$ cat config.mk
export PLATFORM = sky130hd
export DESIGN_NAME = ddr2_init_command_sequencer
export DESIGN_NICKNAME = d
export VERILOG_FILES = /design/src/rtl/ddr2_seq_pkg.sv /design/src/rtl/ddr2_cmd_encoder.sv /design/src/rtl/ddr2_init_command_sequencer.sv
export VERILOG_INCLUDE_DIRS = /design/src /design/src/rtl
export SDC_FILE = /design/constraint.sdc
export NUM_CORES = 1
export LEC_CHECK = 0
export BUFFER_PORTS_ARGS = -buffer_cell sky130_fd_sc_hd__buf_2
export CAP_MARGIN = 5
export CORE_ASPECT_RATIO = 1.5
export CORE_MARGIN = 5
export CORE_UTILIZATION = 56
export CTS_BUF_LIST = sky130_fd_sc_hd__clkbuf_8
export DETAILED_ROUTE_END_ITERATION = 7
export MAX_ROUTING_LAYER = met4
export PLACE_DENSITY_LB_ADDON = 0.2
export SYNTH_ARGS = -nofsm -noshare
export SYNTH_HDL_FRONTEND = slang
export SYNTH_HIERARCHICAL = 1
export SYNTH_SLANG_ARGS = --single-unit
$ cat constraint.sdc
create_clock -name clk_i -period 3.1 [get_ports clk_i]
set_input_delay 0.31 -clock clk_i [delete_from_list [all_inputs] [get_ports clk_i]]
set_output_delay 0.31 -clock clk_i [all_outputs]
set_load 0.02 [all_outputs]
$ cat src/rtl/ddr2_seq_defines.svh
/*
  Timing counts, command pin patterns and mode-register op-codes for the
  DDR2 init and command sequencer. Assumes a 100 MHz controller clock.
*/
`ifndef DDR2_SEQ_DEFINES_SVH
`define DDR2_SEQ_DEFINES_SVH

// Clock period and documented times
`define CLK_PERIOD_NS      10
`define STABLE_TIME_US     200
`define CKE_WAIT_NS        400
`define OCD_GAP_CLOCKS     200
// Derived counts (least times, rounded up)
`define STABLE_CYCLES      ((`STABLE_TIME_US * 1000 + `CLK_PERIOD_NS - 1) / `CLK_PERIOD_NS)
`define CKE_WAIT_CYCLES    ((`CKE_WAIT_NS + `CLK_PERIOD_NS - 1) / `CLK_PERIOD_NS)
`define MIN_REFRESHES      2
// Command pins {cs_n, ras_n, cas_n, we_n}
`define PINS_MRS           4'h0
`define PINS_REFRESH       4'h1
`define PINS_PRECHARGE     4'h2
`define PINS_ACTIVATE      4'h3
`define PINS_WRITE         4'h4
`define PINS_READ          4'h5
`define PINS_NOP           4'h7
`define PINS_DESELECT      4'hF
// Address bit positions
`define ADDR_AP_BIT        10
`define ADDR_DLL_RST_BIT   8
// Bank codes of the mode registers
`define BANK_MR            3'h0
`define BANK_EMR1          3'h1
`define BANK_EMR2          3'h2
`define BANK_EMR3          3'h3
// Mode register op-codes
`define OP_MRS_DLL_RST     14'h0100
`define OP_MRS_NORMAL      14'h0000
`define OP_EMR_ZERO        14'h0000
`define OP_EMR1_DLL_ON     14'h0000
`define OP_EMR1_OCD_DFLT   14'h0380
`define OP_EMR1_OCD_EXIT   14'h0000
// Outstanding requests allowed per cache bank
`define MAX_OUTSTANDING    8

`endif

$ cat src/rtl/ddr2_seq_pkg.sv
/*
  Types for the DDR2 init and command sequencer.
  Assumes the defines header is compiled alongside.
*/
package ddr2_seq_pkg;

  // One command on the SDRAM pins
  typedef struct packed {
    logic        cke;
    logic        cs_n;
    logic        ras_n;
    logic        cas_n;
    logic        we_n;
    logic [2:0]  bank;
    logic [13:0] addr;
  } dram_cmd_type;

  // Access request from a cache bank
  typedef struct packed {
    logic        wr;
    logic [2:0]  bank;
    logic [13:0] row;
    logic [9:0]  col;
  } access_req_type;

  // Indirect buffer-register command
  typedef struct packed {
    logic [2:0]  bank;
    logic [13:0] addr;
    logic [3:0]  pins;
  } buf_cmd_type;

  // Sequencer states
  typedef enum logic [4:0] {
    ST_STABLE   = 5'h00,
    ST_CKE_UP   = 5'h01,
    ST_PREA1    = 5'h02,
    ST_EMRS2    = 5'h03,
    ST_EMRS3    = 5'h04,
    ST_EMRS1    = 5'h05,
    ST_MRS_RST  = 5'h06,
    ST_PREA2    = 5'h07,
    ST_REF      = 5'h08,
    ST_MRS_OP   = 5'h09,
    ST_OCD_GAP  = 5'h0A,
    ST_OCD_DFLT = 5'h0B,
    ST_OCD_EXIT = 5'h0C,
    ST_IDLE     = 5'h0D,
    ST_ACCESS   = 5'h0E,
    ST_PWR_DOWN = 5'h0F,
    ST_SELF_REF = 5'h10
  } seq_state_type;

endpackage

$ cat src/rtl/ddr2_cmd_encoder.sv
/*
  Encodes one sequencer request into registered SDRAM command pins.
  Assumes the caller presents a pin pattern, bank, address and CKE each cycle.
*/
`timescale 1ns/10ps
`include "ddr2_seq_defines.svh"

module ddr2_cmd_encoder
  import ddr2_seq_pkg::*;
(
  // Clock and reset
  input  wire logic         clk_i,
  input  wire logic         rst_b_i,
  // Requested command
  input  wire logic [3:0]   pins_i,
  input  wire logic [2:0]   bank_i,
  input  wire logic [13:0]  addr_i,
  input  wire logic         cke_i,
  // Pins to the SDRAMs
  output dram_cmd_type      cmd_o
);

  // Register the pins; a deselect ignores bank and address
  always_ff @(posedge clk_i or negedge rst_b_i) begin
    if (!rst_b_i) begin
      cmd_o <= '{cke: 1'b0, cs_n: 1'b1, ras_n: 1'b1, cas_n: 1'b1, we_n: 1'b1,
                 bank: 3'h0, addr: 14'h0000};
    end else begin
      cmd_o.cke   <= cke_i;
      cmd_o.cs_n  <= pins_i[3];
      cmd_o.ras_n <= pins_i[2];
      cmd_o.cas_n <= pins_i[1];
      cmd_o.we_n  <= pins_i[0];
      cmd_o.bank  <= pins_i[3] ? 3'h0 : bank_i;
      cmd_o.addr  <= pins_i[3] ? 14'h0000 : addr_i;
    end
  end

endmodule

$ cat src/rtl/ddr2_init_command_sequencer.sv
/*
  DDR2 power-up sequencer and command scheduler. Initialization runs
  through module buffer registers with status polling; afterwards access,
  refresh and low-power commands go straight to the SDRAM pins.
  Assumes one 100 MHz clock, synchronous inputs, and cache banks that keep
  their own request limits.
*/
`timescale 1ns/10ps
`include "ddr2_seq_defines.svh"

module ddr2_init_command_sequencer
  import ddr2_seq_pkg::*;
#(
  parameter int STABLE_CYCLES = `STABLE_CYCLES,
  parameter int REFRESH_COUNT = `MIN_REFRESHES,
  parameter bit USE_OCD_CAL   = 1'b0
)(
  // Clock and reset
  input  wire logic          clk_i,
  input  wire logic          rst_b_i,
  // Buffer register port
  output buf_cmd_type        buf_cmd_o,
  output logic               buf_cmd_vld_o,
  input  wire logic          buf_done_i,
  // Calibration engine
  output logic               ocd_start_o,
  input  wire logic          ocd_done_i,
  // Access requests from the cache bank
  input  wire logic          req_vld_i,
  input  access_req_type     req_i,
  output logic               req_ack_o,
  // Low power and refresh requests
  input  wire logic          refresh_req_i,
  input  wire logic          pwr_down_req_i,
  input  wire logic          self_ref_req_i,
  // SDRAM pins and status
  output dram_cmd_type       cmd_o,
  output logic               init_done_o
);

  ////////////////////////////////////////////////////////////////////////////
  // State and counters

  seq_state_type state_r;
  seq_state_type state_nxt;
  logic [31:0]   wait_r;
  logic [7:0]    gap_r;
  logic [3:0]    ref_cnt_r;
  logic          buf_busy_r;
  logic          gap_run_r;
  logic          acc_act_r;
  logic          ocd_busy_r;
  access_req_type acc_r;
  logic [3:0]    pend_r;

  // Selected command for this cycle
  logic [3:0]  pins;
  logic [2:0]  bank;
  logic [13:0] addr;
  logic        cke;
  logic        buf_step;
  logic        direct_go;

  localparam int CKE_WAIT = `CKE_WAIT_CYCLES;

  // Buffer step completes when status reports delivery
  assign buf_step = buf_busy_r && buf_done_i;

  ////////////////////////////////////////////////////////////////////////////
  // Next state

  always_comb begin
    state_nxt = state_r;
    unique case (state_r)
      ST_STABLE:   if (wait_r == 32'(STABLE_CYCLES - 1)) state_nxt = ST_CKE_UP;
      ST_CKE_UP:   if (wait_r == 32'(CKE_WAIT - 1)) state_nxt = ST_PREA1;
      ST_PREA1:    if (buf_step) state_nxt = ST_EMRS2;
      ST_EMRS2:    if (buf_step) state_nxt = ST_EMRS3;
      ST_EMRS3:    if (buf_step) state_nxt = ST_EMRS1;
      ST_EMRS1:    if (buf_step) state_nxt = ST_MRS_RST;
      ST_MRS_RST:  if (buf_step) state_nxt = ST_PREA2;
      ST_PREA2:    if (buf_step) state_nxt = ST_REF;
      ST_REF:      if (buf_step && ref_cnt_r == 4'(REFRESH_COUNT - 1)) state_nxt = ST_MRS_OP;
      ST_MRS_OP:   if (buf_step) state_nxt = ST_OCD_GAP;
      ST_OCD_GAP: begin
        if (gap_r >= 8'(`OCD_GAP_CLOCKS) && !gap_run_r) begin
          if (USE_OCD_CAL) begin
            if (ocd_done_i && ocd_busy_r) state_nxt = ST_IDLE;
          end else begin
            state_nxt = ST_OCD_DFLT;
          end
        end
      end
      ST_OCD_DFLT: if (buf_step) state_nxt = ST_OCD_EXIT;
      ST_OCD_EXIT: if (buf_step) state_nxt = ST_IDLE;
      // A request still standing beside its own acknowledge is not taken again
      ST_IDLE: begin
        if (self_ref_req_i)      state_nxt = ST_SELF_REF;
        else if (pwr_down_req_i) state_nxt = ST_PWR_DOWN;
        else if (req_vld_i && !req_ack_o) state_nxt = ST_ACCESS;
      end
      ST_ACCESS:   if (acc_act_r) state_nxt = ST_IDLE;
      ST_PWR_DOWN: if (!pwr_down_req_i) state_nxt = ST_IDLE;
      ST_SELF_REF: if (!self_ref_req_i) state_nxt = ST_IDLE;
      default:     state_nxt = ST_STABLE;
    endcase
  end

  // State register
  always_ff @(posedge clk_i or negedge rst_b_i) begin
    if (!rst_b_i) state_r <= ST_STABLE;
    else          state_r <= state_nxt;
  end

  // Interval counter for the stable clock and CKE wait
  always_ff @(posedge clk_i or negedge rst_b_i) begin
    if (!rst_b_i)                 wait_r <= 32'h0;
    else if (state_nxt != state_r) wait_r <= 32'h0;
    else                          wait_r <= wait_r + 32'h1;
  end

  // Clocks since the EMRS3 write; saturates at the gap
  always_ff @(posedge clk_i or negedge rst_b_i) begin
    if (!rst_b_i) begin
      gap_r     <= 8'h00;
      gap_run_r <= 1'b0;
    end else if (state_r == ST_EMRS3 && buf_step) begin
      gap_r     <= 8'h00;
      gap_run_r <= 1'b1;
    end else if (gap_run_r) begin
      gap_r     <= gap_r + 8'h01;
      gap_run_r <= (gap_r < 8'(`OCD_GAP_CLOCKS - 1));
    end
  end

  // Refresh count during init
  always_ff @(posedge clk_i or negedge rst_b_i) begin
    if (!rst_b_i)                         ref_cnt_r <= 4'h0;
    else if (state_r == ST_REF && buf_step) ref_cnt_r <= ref_cnt_r + 4'h1;
  end

  ////////////////////////////////////////////////////////////////////////////
  // Indirect buffer writes during init

  // Issue one buffer command per step, then poll its status
  always_ff @(posedge clk_i or negedge rst_b_i) begin
    if (!rst_b_i) begin
      buf_busy_r    <= 1'b0;
      buf_cmd_vld_o <= 1'b0;
      buf_cmd_o     <= '0;
    end else begin
      buf_cmd_vld_o <= 1'b0;
      if (buf_step) begin
        buf_busy_r <= 1'b0;
      end else if (!buf_busy_r && !init_done_o && state_r inside
                   {ST_PREA1, ST_EMRS2, ST_EMRS3, ST_EMRS1, ST_MRS_RST, ST_PREA2,
                    ST_REF, ST_MRS_OP, ST_OCD_DFLT, ST_OCD_EXIT}) begin
        buf_busy_r    <= 1'b1;
        buf_cmd_vld_o <= 1'b1;
        buf_cmd_o     <= '{bank: bank, addr: addr, pins: pins};
      end
    end
  end

  // Calibration handshake
  always_ff @(posedge clk_i or negedge rst_b_i) begin
    if (!rst_b_i) begin
      ocd_busy_r  <= 1'b0;
      ocd_start_o <= 1'b0;
    end else begin
      ocd_start_o <= 1'b0;
      if (USE_OCD_CAL && state_r == ST_OCD_GAP && !gap_run_r &&
          gap_r >= 8'(`OCD_GAP_CLOCKS) && !ocd_busy_r) begin
        ocd_busy_r  <= 1'b1;
        ocd_start_o <= 1'b1;
      end
    end
  end

  ////////////////////////////////////////////////////////////////////////////
  // Command selection

  always_comb begin
    pins = `PINS_DESELECT;
    bank = 3'h0;
    addr = 14'h0000;
    cke  = 1'b1;
    unique case (state_r)
      ST_STABLE:   cke = 1'b0;
      ST_CKE_UP:   pins = `PINS_NOP;
      ST_PREA1, ST_PREA2: begin
        pins = `PINS_PRECHARGE;
        addr[`ADDR_AP_BIT] = 1'b1;
      end
      ST_EMRS2:    begin pins = `PINS_MRS; bank = `BANK_EMR2; addr = `OP_EMR_ZERO; end
      ST_EMRS3:    begin pins = `PINS_MRS; bank = `BANK_EMR3; addr = `OP_EMR_ZERO; end
      ST_EMRS1:    begin pins = `PINS_MRS; bank = `BANK_EMR1; addr = `OP_EMR1_DLL_ON; end
      ST_MRS_RST:  begin pins = `PINS_MRS; bank = `BANK_MR; addr = `OP_MRS_DLL_RST; end
      ST_REF:      pins = `PINS_REFRESH;
      ST_MRS_OP:   begin pins = `PINS_MRS; bank = `BANK_MR; addr = `OP_MRS_NORMAL; end
      ST_OCD_DFLT: begin pins = `PINS_MRS; bank = `BANK_EMR1; addr = `OP_EMR1_OCD_DFLT; end
      ST_OCD_EXIT: begin pins = `PINS_MRS; bank = `BANK_EMR1; addr = `OP_EMR1_OCD_EXIT; end
      ST_OCD_GAP:  pins = `PINS_NOP;
      ST_IDLE: begin
        pins = `PINS_NOP;
        if (self_ref_req_i) begin
          pins = `PINS_REFRESH;
          cke  = 1'b0;
        end else if (pwr_down_req_i) begin
          cke  = 1'b0;
        end else if (refresh_req_i) begin
          pins = `PINS_REFRESH;
        end
      end
      ST_ACCESS: begin
        bank = acc_r.bank;
        if (!acc_act_r) begin
          pins = `PINS_ACTIVATE;
          addr = acc_r.row;
        end else begin
          pins = acc_r.wr ? `PINS_WRITE : `PINS_READ;
          addr = {4'h0, acc_r.col};
          addr[`ADDR_AP_BIT] = 1'b1;
        end
      end
      ST_PWR_DOWN: begin
        pins = `PINS_NOP;
        cke  = !pwr_down_req_i;
      end
      ST_SELF_REF: begin
        pins = `PINS_DESELECT;
        cke  = !self_ref_req_i;
      end
      default: begin
        pins = `PINS_DESELECT;
        cke  = 1'b0;
      end
    endcase
  end

  // Direct pins after init and in ST_STABLE and ST_CKE_UP; during buffered init the pins idle with NOP
  assign direct_go = init_done_o || state_r == ST_STABLE || state_r == ST_CKE_UP;

  ddr2_cmd_encoder u_enc (
    .clk_i   (clk_i),
    .rst_b_i (rst_b_i),
    .pins_i  (direct_go ? pins : `PINS_NOP),
    .bank_i  (bank),
    .addr_i  (addr),
    .cke_i   (cke),
    .cmd_o   (cmd_o)
  );

  ////////////////////////////////////////////////////////////////////////////
  // Access tracking and acknowledge

  // Capture the request; activate then column command
  always_ff @(posedge clk_i or negedge rst_b_i) begin
    if (!rst_b_i) begin
      acc_r     <= '0;
      acc_act_r <= 1'b0;
      req_ack_o <= 1'b0;
    end else begin
      req_ack_o <= 1'b0;
      if (state_r == ST_IDLE && state_nxt == ST_ACCESS) begin
        acc_r     <= req_i;
        acc_act_r <= 1'b0;
      end else if (state_r == ST_ACCESS) begin
        acc_act_r <= ~acc_act_r;
        req_ack_o <= acc_act_r;
      end
    end
  end

  // Requests taken and not yet acknowledged
  always_ff @(posedge clk_i or negedge rst_b_i) begin
    if (!rst_b_i) begin
      pend_r <= 4'h0;
    end else if (state_r == ST_IDLE && state_nxt == ST_ACCESS) begin
      pend_r <= pend_r + 4'h1;
    end else if (req_ack_o) begin
      pend_r <= pend_r - 4'h1;
    end
  end

  // Init finished flag
  always_ff @(posedge clk_i or negedge rst_b_i) begin
    if (!rst_b_i)               init_done_o <= 1'b0;
    else if (state_nxt == ST_IDLE) init_done_o <= 1'b1;
  end
endmodule

==> results_dict.tcl, run 1 <==
set metrics [dict create \
    drive_gt1_frac 0.305 \
    synth_edf_count 0 \
    max_slew.worst_pin.slew_ns 1.18 \
    yosysWarnings 6 \
    cp.arrival_ns 3.16 \
    final_area_um2 7420 \
    ir_drop_mv 0.554 \
    synthArstFlopShare 1.00 \
    max_freq_mhz 345 \
    placed_area_um2 6960 \
    switching_share 0.400 \
    cts.sinks 126 \
    critPathMaxFanout 23 \
    min_path_type "input port to register" \
    cts_setup_buffers 0 \
    p_int_mw 3.82 \
    period_minus_slack_ns 2.90 \
    cts-root-buf "clkbuf_8" \
    vias 4821 \
    hpwl_mm 10.6 \
    nets 720 \
    powerDensity_nw_per_um2 858 \
    synth.cell_area_um2 6350 \
    status "completed" \
    leakagePower_nw 3.48 \
    wl_per_cell_um 17.6 \
    path_class "register to register" \
    tns_ns 0 \
    synth_top_area_cell "dfrtp_1" \
    worst_skew_pair.late_latency_ns 0.42 \
    finalHoldViolations 0 \
    numCtsBuffers 17 \
    r2r_start "state_r[1]" \
    synth_seq_area_share 0.498 \
    pwr-share-seq 0.368 \
    netlist_instances 590 \
    die_area_um2 13600 \
    grt_first_pass_wirelength_mm 24.7 \
    finalSetupViolations 0 \
    synth_area_leaders "dfrtp_1 (48%), mux2_2 (5.1%), nor4_2 (3.7%), nor2_1 (3.3%), xor2_1 (3.2%)" \
    die_x_um 96.9 \
    grt-ovfl-total 0 \
    drv_cap 0 \
    min_from "req_i[26]" \
    io-pin-count 83 \
    slew_headroom 0.209 \
    ys_seq_elements 126 \
    finalClockSkew_ns 0.0110 \
    min_period_over_period 0.936 \
    grt_max_degree 91 \
    area_growth_pct 16.9 \
    dr.pass1.iters 5 \
    initial_core_util 0.574 \
    p_total_mw 6.36 \
    antenna_found_initial 0 \
    gp_congestion 0.936 \
    fp-row-count 47 \
    io_buffers 80 \
    cts_tree "yes" \
    required_ns 3.36 \
    drt_iter0_drc 444 \
    crit_path_start_kind "register" \
    synth.top_cell.area_share 0.481 \
    synth_fp_nets 631 \
    power.switching_mw 2.55 \
    drv_slew 0 \
    grt_usage 0.230 \
    dieHeight_um 140 \
    ant_nets 0 \
    diodes 0 \
    critPathCaptureType "register" \
    ys.flop_type "dfrtp_1" \
    yosysMostFrequentCell "dfrtp_1" \
    core_um2 11100 \
    drc_errors 0 \
    rsz0062_at_grt "no" \
    avgViaCountPerCell 5.75 \
    clockPowerShare 0.249 \
    synth.top_cells.by_count "dfrtp_1 (122), nor2_1 (55), nor2b_1 (31), mux2_2 (29), nand2_1 (28)" \
    htree_levels 4 \
    grt_pass1_vias 5134 \
    power_frac_comb 0.383 \
    routed_wl_mm 14.7 \
    clkTransAtPathRegs_ns 0.08 \
    syn-mean-instance-area_um2 10.8 \
    finish.utilization 0.671 \
    ys_types 64 \
    crit_start "state_r[1]" \
    cts_buffer_depth 2 \
]
-- flip-flops by register name (all words and copies together), names as in the netlist, 4 cells and up --
register and count:
acc_r 28, wait_r 32, state_r 5, u_enc/cmd_o 22, buf_cmd_o 21, gap_r 8
ref_cnt_r 4
-- placed cells by master, fill, tap and decap left out, types with 21 or more instances in the layout --
master,Yosys,routed
buf_4,3,21
buf_2,11,79
nand2_1,28,28
nor2b_1,31,31
nor2_1,55,55
dfrtp_1,122,122
xor2_1,23,23
nand4_1,24,24
nor3_1,24,23
mux2_2,29,29
-- power groups by stage --
stage	Clock [mW]	Combinational [mW]	Sequential (mW)
3_5_place_dp	0	2.44	2.37
5_1_grt	1.69	2.66	2.39
3_3_place_gp	0	2.39	2.35
2_1_floorplan	0	1.76	2.37
4_1_cts	1.62	2.45	2.34
6_report	1.58	2.44	2.34
-- worst paths after layout --
kind                                    to  slack (ns)  cells past startpoint
max                              wait_r[2]        0.20                      6
max reg2reg                      wait_r[2]        0.20                      6
min reg2reg                   ref_cnt_r[3]        0.49                      1
min in group asynchronous         gap_r[2]        0.39                      2
max in group asynchronous  u_enc/cmd_o[19]        1.84                      3
min                              acc_r[26]        0.11                      3
-- critical path, stage by stage (launching register included) --
cell      delay (ns)
dfrtp_1         0.74
clkinv_1        0.37
or4_1           0.62
a211o_2         0.44
nand3_4         0.10
buf_4           0.35
nor4_1          0.10
-- cells by family (layout without fill, tap and decap cells) --
| family | after synthesis | after routing | share of synthesized area |
|---|---|---|---|
| AO/OA/AOI/OAI | 57 | 57 | 0.0629 |
| XOR/XNOR | 40 | 40 | 0.0552 |
| multiplexers | 42 | 42 | 0.0719 |
| flip-flops | 126 | 126 | 0.498 |
| buffers and inverters | 52 | 153 | 0.0418 |
| other | 1 | 1 | 0.000591 |
| adder cells (fa/ha/maj) | 5 | 5 | 0.00986 |
| AND/OR/NAND/NOR | 267 | 267 | 0.260 |
-- area by class of cell --
type / count / area, µm²
Fill cell: 909 / 3640
Sequential cell: 126 / 3160
Multi-Input combinational cell: 412 / 2950
Timing Repair Buffer: 104 / 623
Clock buffer: 17 / 234
Clock inverter: 14 / 205
Tap cell: 147 / 184
Inverter: 18 / 67.6
-- metrics by stage --
stage	instances	hold WS [ns]	worst slack, ns
2_1_floorplan	590	0.0144	0.669
4_1_cts	838	0.0879	0.217
3_5_place_dp	806	0.312	0.212
3_3_place_gp	806	0.309	0.277
5_1_grt	838	0.0830	0.00730
6_report	838	0.113	0.199
-- layer usage --
layer  up-vias  GRT usage  share of wire
met5         -          -              0
met4         0     0.0888          0.029
met3        35     0.0433          0.039
met2       144      0.404           0.53
met1      2378      0.258           0.40
li1       2264          -              -
-- timing repair --
| item | CTS | global route |
|---|---|---|
| setup endpoints to repair | 0 | 18 |
| resized for setup | 0 | 1 |
| hold endpoints to repair | 36 | 0 |
| hold buffers | 1 | 0 |
Power figures use the tool's default switching activity.
==> run 2: changes to the inputs <==
--- a/config.mk
+++ b/config.mk
@@ -8,14 +8,15 @@
 export LEC_CHECK = 0
 export BUFFER_PORTS_ARGS = -buffer_cell sky130_fd_sc_hd__buf_2
 export CAP_MARGIN = 5
+export CELL_PAD_IN_SITES_DETAIL_PLACEMENT = 0
+export CELL_PAD_IN_SITES_GLOBAL_PLACEMENT = 2
 export CORE_ASPECT_RATIO = 1.5
 export CORE_MARGIN = 5
-export CORE_UTILIZATION = 56
+export CORE_UTILIZATION = 39
 export CTS_BUF_LIST = sky130_fd_sc_hd__clkbuf_8
 export DETAILED_ROUTE_END_ITERATION = 7
 export MAX_ROUTING_LAYER = met4
 export PLACE_DENSITY_LB_ADDON = 0.2
 export SYNTH_ARGS = -nofsm -noshare
 export SYNTH_HDL_FRONTEND = slang
-export SYNTH_HIERARCHICAL = 1
 export SYNTH_SLANG_ARGS = --single-unit
==> run 2 against run 1 <==
Effect of this change: sequential share of layout area increased by 1.7 points; register-to-register slack improved by 0.28 ns; largest power group is now registers; critical endpoint is now wait_r[7]; clock power decreased by 15%.
==> results_dict.tcl, run 2 <==
set metrics [dict create \
    drc_errors 0 \
    cpPeakStageDelay_ns 0.54 \
    largest_register_ffs 32 \
    top_register "wait_r" \
    period_minus_slack_ns 2.62 \
    diodes 0 \
    grt_first_pass_wirelength_mm 23.8 \
    wl_per_cell_um 16.4 \
    ctsResizeCount 0 \
    crit_path_start_kind "register" \
    area_growth_pct 17.5 \
    finalHoldViolations 0 \
    fin_ws_ns 0.475 \
    cts-root-buf "clkbuf_8" \
    ys.flop_type "dfrtp_1" \
    core_um2 15200 \
    htree_levels 4 \
    cts_setup_buffers 0 \
    numCtsBuffers 17 \
    max_slew.worst_pin.slew_ns 0.762 \
    crit_family "simple AND/OR/NAND/NOR gates" \
    tns_ns 0 \
    slew_headroom 0.492 \
    hpwl_mm 10.2 \
    finalSetupViolations 0 \
    synth_area_leaders "dfrtp_1 (50%), mux2_1 (5.2%), nor3_2 (5.1%), xnor2_1 (3.2%), nor2_1 (3.2%)" \
    die_x_um 112 \
    final_common_cell "dfrtp_1" \
    routed_wl_mm 14.2 \
    drive_gt1_frac 0.257 \
    ys_seq_elements 126 \
    cts.sinks 126 \
    powerDensity_nw_per_um2 770 \
    fp-row-count 55 \
    ant_nets 0 \
    critPathCaptureType "register" \
    synthArstFlopShare 1.00 \
    grt_pass1_vias 4729 \
    initial_core_util 0.399 \
    drv_slew 0 \
    netlist_instances 566 \
    final_area_um2 7130 \
    ys_types 62 \
    dr.pass1.iters 4 \
    gp_congestion 0.837 \
    cts_buffer_depth 2 \
    cp.arrival_ns 2.94 \
    avgViaCountPerCell 5.15 \
    io-pin-count 83 \
    antenna_found_initial 0 \
    yosysMostFrequentCell "dfrtp_1" \
    vias 4452 \
    worstPathCellList "nand2b_1 > or3_1 > nor4_1 > a211oi_1 > nand3_1 > mux2i_4 > buf_12 > nor3b_1" \
    status "completed" \
    ctsHoldBuffers 1 \
    io_buffers 80 \
    critPathMaxFanout 32 \
    path_buf_inv 1 \
    fillers 1470 \
    min_path_type "input port to register" \
    synth_fp_nets 607 \
    pre_cts_slack_ns 0.525 \
    grt_max_degree 58 \
    placed_area_um2 6750 \
    reg.largest.list "wait_r x32, acc_r x28, u_enc.cmd_o x22" \
    grt-ovfl-total 0 \
    synth.top_cell.area_share 0.504 \
    finalClockSkew_ns 0.0153 \
    synth.cell_area_um2 6060 \
    synth_seq_area_share 0.521 \
    cts_tree "yes" \
    worst_skew_pair.late_latency_ns 0.43 \
    ir_drop_mv 0.419 \
    path_class "register to register" \
    leakagePower_nw 3.38 \
    die_area_um2 18200 \
    drt_iter0_drc 177 \
    grt_usage 0.167 \
    required_ns 3.42 \
    mostFrequentLayoutCells "dfrtp_1 (122), buf_2 (79), nor2_1 (51)" \
    dieHeight_um 163 \
    syn-mean-instance-area_um2 10.7 \
    synth.top_cells.by_count "dfrtp_1 (122), nor2_1 (51), nand2_1 (47), nor3_2 (31), mux2_1 (28)" \
    worst_path_max_delay_cell "dfrtp_1" \
    yosysWarnings 0 \
    rsz0062_at_grt "no" \
    clkTransAtPathRegs_ns 0.08 \
    min_period_over_period 0.847 \
    nets 695 \
    drv_cap 0 \
    synth_edf_count 0 \
    synth_top_area_cell "dfrtp_1" \
    max_freq_mhz 381 \
]
## run 2: cell types whose count changed after synthesis, sizes merged, moves of 6 or more
cell / previous run / this run
nand2: 28 / 47
nor4: 33 / 11
o21ai: 13 / 19
nor3: 24 / 39
nor2b: 31 / 8
and2: 7 / 19
nand4: 24 / 12
nand3: 17 / 24
and2b: 7 / 0
## run 2: power by group
group | switching (mW) | internal [mW]
clock | 0.710 | 0.642
sequential | 0.270 | 2.01
combinational | 1.14 | 0.713
total | 2.12 | 3.37
## run 2: worst register-to-register path: cells and delay by family, from the launching register on
kind,cells,cell delay (ns)
buffers and inverters,1,0.25
multiplexers,1,0.27
flip-flops,1,0.54
AND/OR/NAND/NOR,5,1.30
AO/OA/AOI/OAI,1,0.14
## run 2: routing by layer
metal  wire (µm)  vias up  track usage
met4         234        0       0.0576
met1        5850     2241        0.190
met5           0        -            -
met2        7710       67        0.295
li1            -     2130            -
met3         426       14       0.0305
## run 2: per-stage QoR
stage | util | std cells | hold slack, ns | total power [mW]
after floorplan | - | 566 | 0.0144 | 3.61
after global placement | 0.444 | 833 | 0.429 | 4.14
after detailed placement | 0.444 | 833 | 0.439 | 4.21
after CTS | 0.469 | 865 | 0.0595 | 5.59
after global routing | 0.469 | 865 | 0.0488 | 5.88
final | 0.469 | 865 | 0.0813 | 5.49
## run 2: final cells by class
cell class | instances | area [µm²] | share of cell area
clock buffer | 17 | 234 | 0.0328
clock inverter | 14 | 134 | 0.0188
inverter | 16 | 60.1 | 0.00843
multi-input combinational | 392 | 2680 | 0.376
sequential | 126 | 3160 | 0.443
tap | 199 | 249 | 0.0349
timing repair buffer | 101 | 613 | 0.0860
## run 2: path summary, 6_finish.rpt
kind / start / to / slack (ns) / cells after the start
max: state_r[2] / wait_r[7] / 0.48 / 8
min: req_i[0] / acc_r[0] / 0.08 / 2
max reg2reg: state_r[2] / wait_r[7] / 0.48 / 8
min reg2reg: buf_cmd_o[18] / buf_cmd_o[18] / 0.48 / 2
max in group asynchronous: rst_b_i / u_enc.cmd_o[20] / 1.80 / 3
min in group asynchronous: rst_b_i / gap_r[4] / 0.49 / 2
## run 2: cells by family after synthesis
logic type,count (synthesis),synth area share
simple gates,242,0.227
buf+inv,48,0.0409
xor+xnor,40,0.0578
other cells,1,0.000618
compound gates,63,0.0689
fa+ha+maj,5,0.0103
flops,126,0.521
mux,41,0.0735
==> run 3: changes to the inputs <==
--- a/config.mk
+++ b/config.mk
@@ -6,13 +6,14 @@
 export SDC_FILE = /design/constraint.sdc
 export NUM_CORES = 1
 export LEC_CHECK = 0
+export ABC_AREA = 1
 export BUFFER_PORTS_ARGS = -buffer_cell sky130_fd_sc_hd__buf_2
 export CAP_MARGIN = 5
 export CELL_PAD_IN_SITES_DETAIL_PLACEMENT = 0
 export CELL_PAD_IN_SITES_GLOBAL_PLACEMENT = 2
 export CORE_ASPECT_RATIO = 1.5
 export CORE_MARGIN = 5
-export CORE_UTILIZATION = 39
+export CORE_UTILIZATION = 36
 export CTS_BUF_LIST = sky130_fd_sc_hd__clkbuf_8
 export DETAILED_ROUTE_END_ITERATION = 7
 export MAX_ROUTING_LAYER = met4
==> constraint.sdc (replaced) <==
create_clock -name clk_i -period 2.5 [get_ports clk_i]
set_input_delay 0.25 -clock clk_i [delete_from_list [all_inputs] [get_ports clk_i]]
set_output_delay 0.25 -clock clk_i [all_outputs]
set_load 0.02 [all_outputs]
==> run 3 against run 2 <==
Effect of this change: setup slack got worse by 0.21 ns; hold slack lost 0.043 ns; count of clock-buffer cells in the layout is the same; critical path type unchanged; utilization decreased by 4.2 points; sequential share of layout area is 1.5 points lower; critical endpoint is now acc_r[2]; largest power group unchanged; non-clock buffer count is 5 lower; clock skew about the same; largest cell class unchanged; via count rose by 14%.
==> results_dict.tcl, run 3 <==
set metrics [dict create \
    avgViaCountPerCell 4.68 \
    initial_core_util 0.363 \
    rrSetupSlack_ns 0.27 \
    finalHoldViolations 0 \
    synthArstFlopShare 1.00 \
    slew_headroom 0.630 \
    synth.cell_area_um2 6270 \
    period_minus_slack_ns 2.23 \
    r2r_cells 10 \
    ys_types 43 \
    top_register "wait_r" \
    min_period_over_period 0.894 \
    max_slew.worst_pin.slew_ns 0.556 \
    die_x_um 118 \
    synth_fp_nets 798 \
    yosysWarnings 0 \
    cts_setup_buffers 0 \
    synthAdderAreaFrac 0.00997 \
    grt_usage 0.172 \
    synth_seq_area_share 0.503 \
    synth.top_cell.area_share 0.487 \
    ir_drop_mv 0.309 \
    worst_skew_pair.late_latency_ns 0.44 \
    syn-mean-instance-area_um2 8.29 \
    htree_levels 4 \
    drive_gt1_frac 0.220 \
    synth_edf_count 0 \
    crit_family "simple AND/OR/NAND/NOR gates" \
    critPathMaxFanout 57 \
    r2r-end "acc_r[2]" \
    worstPathCellList "nand2_2 > clkinv_2 > nand3_2 > nor2_4 > nor2_1 > nand3_2 > nand4_2 > buf_12 > nand2_1 > o21ai_0" \
    grt_first_pass_wirelength_mm 26.8 \
    cpPeakStageDelay_ns 0.50 \
    fp-row-count 59 \
    synth-xor-area-share 0.0447 \
    cts-root-buf "clkbuf_8" \
    path_class "register to register" \
    crit_path_start_kind "register" \
    cts.sinks 126 \
    drv_slew 0 \
    tns_ns 0 \
    dr.pass1.iters 4 \
    r2r_start "state_r[2]" \
    wl_per_cell_um 15.1 \
    min_delay_path_depth 3 \
    numCtsBuffers 17 \
    final_area_um2 7370 \
    synth_top_family_by_area "simple AND/OR/NAND/NOR gates" \
    max_freq_mhz 448 \
    leakagePower_nw 3.86 \
    fillers 1804 \
    cts_tree "yes" \
    reg.largest.list "wait_r x32, acc_r x28, u_enc.cmd_o x22" \
    path_buf_inv 2 \
    status "completed" \
    synth_area_leaders "dfrtp_1 (49%), nand2_1 (9.5%), inv_1 (6.9%), nor2_1 (6.5%), xor2_1 (3.8%)" \
    ys.flop_type "dfrtp_1" \
    grt-ovfl-total 0 \
    gp_congestion 0.872 \
    die_area_um2 20200 \
    ant_nets 0 \
    routed_wl_mm 16.3 \
    rsz0062_at_grt "no" \
    clkTransAtPathRegs_ns 0.09 \
    grt_pass1_vias 5395 \
    mostFrequentLayoutCells "nand2_1 (159), dfrtp_1 (122), inv_1 (116)" \
    final_common_cell "nand2_1" \
    grt_max_degree 58 \
    drt_iter0_drc 196 \
    nets 898 \
    cp.arrival_ns 2.59 \
    synth_top_area_cell "dfrtp_1" \
    cpMostUsedCell "nand3_2" \
    dieHeight_um 172 \
    core_um2 17300 \
    powerDensity_nw_per_um2 624 \
    finalClockSkew_ns 0.0156 \
    largest_register_ffs 32 \
    required_ns 2.86 \
    path_depth 10 \
    placed_area_um2 6970 \
    diodes 0 \
    antenna_found_initial 0 \
    finalSetupViolations 0 \
    io_buffers 80 \
    netlist_instances 757 \
    area_growth_pct 17.5 \
    hpwl_mm 12.5 \
    yosysMostFrequentCell "nand2_1" \
    io-pin-count 83 \
    drc_errors 0 \
    min_path_type "input port to register" \
    drv_cap 0 \
    worst_path_max_delay_cell "dfrtp_1" \
    yosys.area_share.simple 0.278 \
    cts_buffer_depth 2 \
    critPathCaptureType "register" \
    vias 5068 \
    synth.area.mux_share 0 \
    ys_seq_elements 126 \
    synth.top_cells.by_count "nand2_1 (159), dfrtp_1 (122), inv_1 (116), nor2_1 (108), nand3_1 (32)" \
    synth_compound_area_frac 0.0674 \
    crit_start "state_r[2]" \
    endpoint "acc_r[2]" \
]
[run 3: worst min path at each step]
| stage | from | endpoint | slack, ns |
|---|---|---|---|
| final | req_i[24] | acc_r[24] | 0.04 |
| after global routing | req_i[14] | acc_r[14] | 0.009 |
| after CTS | req_i[16] | acc_r[16] | 0.003 |
| after detailed placement | rst_b_i | wait_r[2] | 0.29 |
| after global placement | rst_b_i | wait_r[3] | 0.28 |
| after floorplan | rst_b_i | acc_act_r | -0.05 |
[run 3: final cells by class]
class / count / area, µm² / share of cell area
clock buffer: 17 / 234 / 0.0318
clock inverter: 15 / 141 / 0.0192
inverter: 126 / 474 / 0.0644
multi-input combinational: 490 / 2520 / 0.341
sequential: 126 / 3160 / 0.429
tap: 213 / 267 / 0.0362
timing repair buffer: 96 / 578 / 0.0785
[run 3: routing by layer]
layer / wire (µm) / vias up / track usage
met3: 617 / 30 / 0.0401
li1: - / 2553 / -
met4: 442 / 0 / 0.0739
met1: 6340 / 2379 / 0.177
met5: 0 / - / -
met2: 8910 / 106 / 0.313
[run 3: logic make-up after synthesis]
family / Yosys count
compound gates: 65
fa+ha+maj: 5
simple gates: 387
xor+xnor: 32
buf+inv: 141
flops: 126
other cells: 1
[run 3: tightest hold or removal path, cell delays in order]
cell and delay, ns:
buf_2 0.09, inv_1 0.04, o21ai_0 0.07
[run 3: timing repair]
| action | CTS | global route |
|---|---|---|
| resized for setup | 0 | 0 |
| hold buffers | 2 | 0 |
| hold endpoints to repair | 38 | 0 |
[run 3: metrics by stage]
stage                      util  cells  total power, mW  setup WS (ns)  hold WS, ns
final                     0.427   1083             4.60          0.266       0.0385
after detailed placement  0.404   1049             2.95          0.260        0.288
after global routing      0.427   1083             4.86       0.000848      0.00864
after CTS                 0.427   1083             4.69          0.238      0.00252
after floorplan               -    757             2.70          0.664      -0.0456
after global placement    0.404   1049             2.95          0.282        0.284
[run 3: where the power goes]
group          leakage (nW)  internal (mW)  switching (mW)
clock network         0.197          0.737           0.959
logic                  1.97          0.230           0.406
registers              1.70           2.17          0.0985
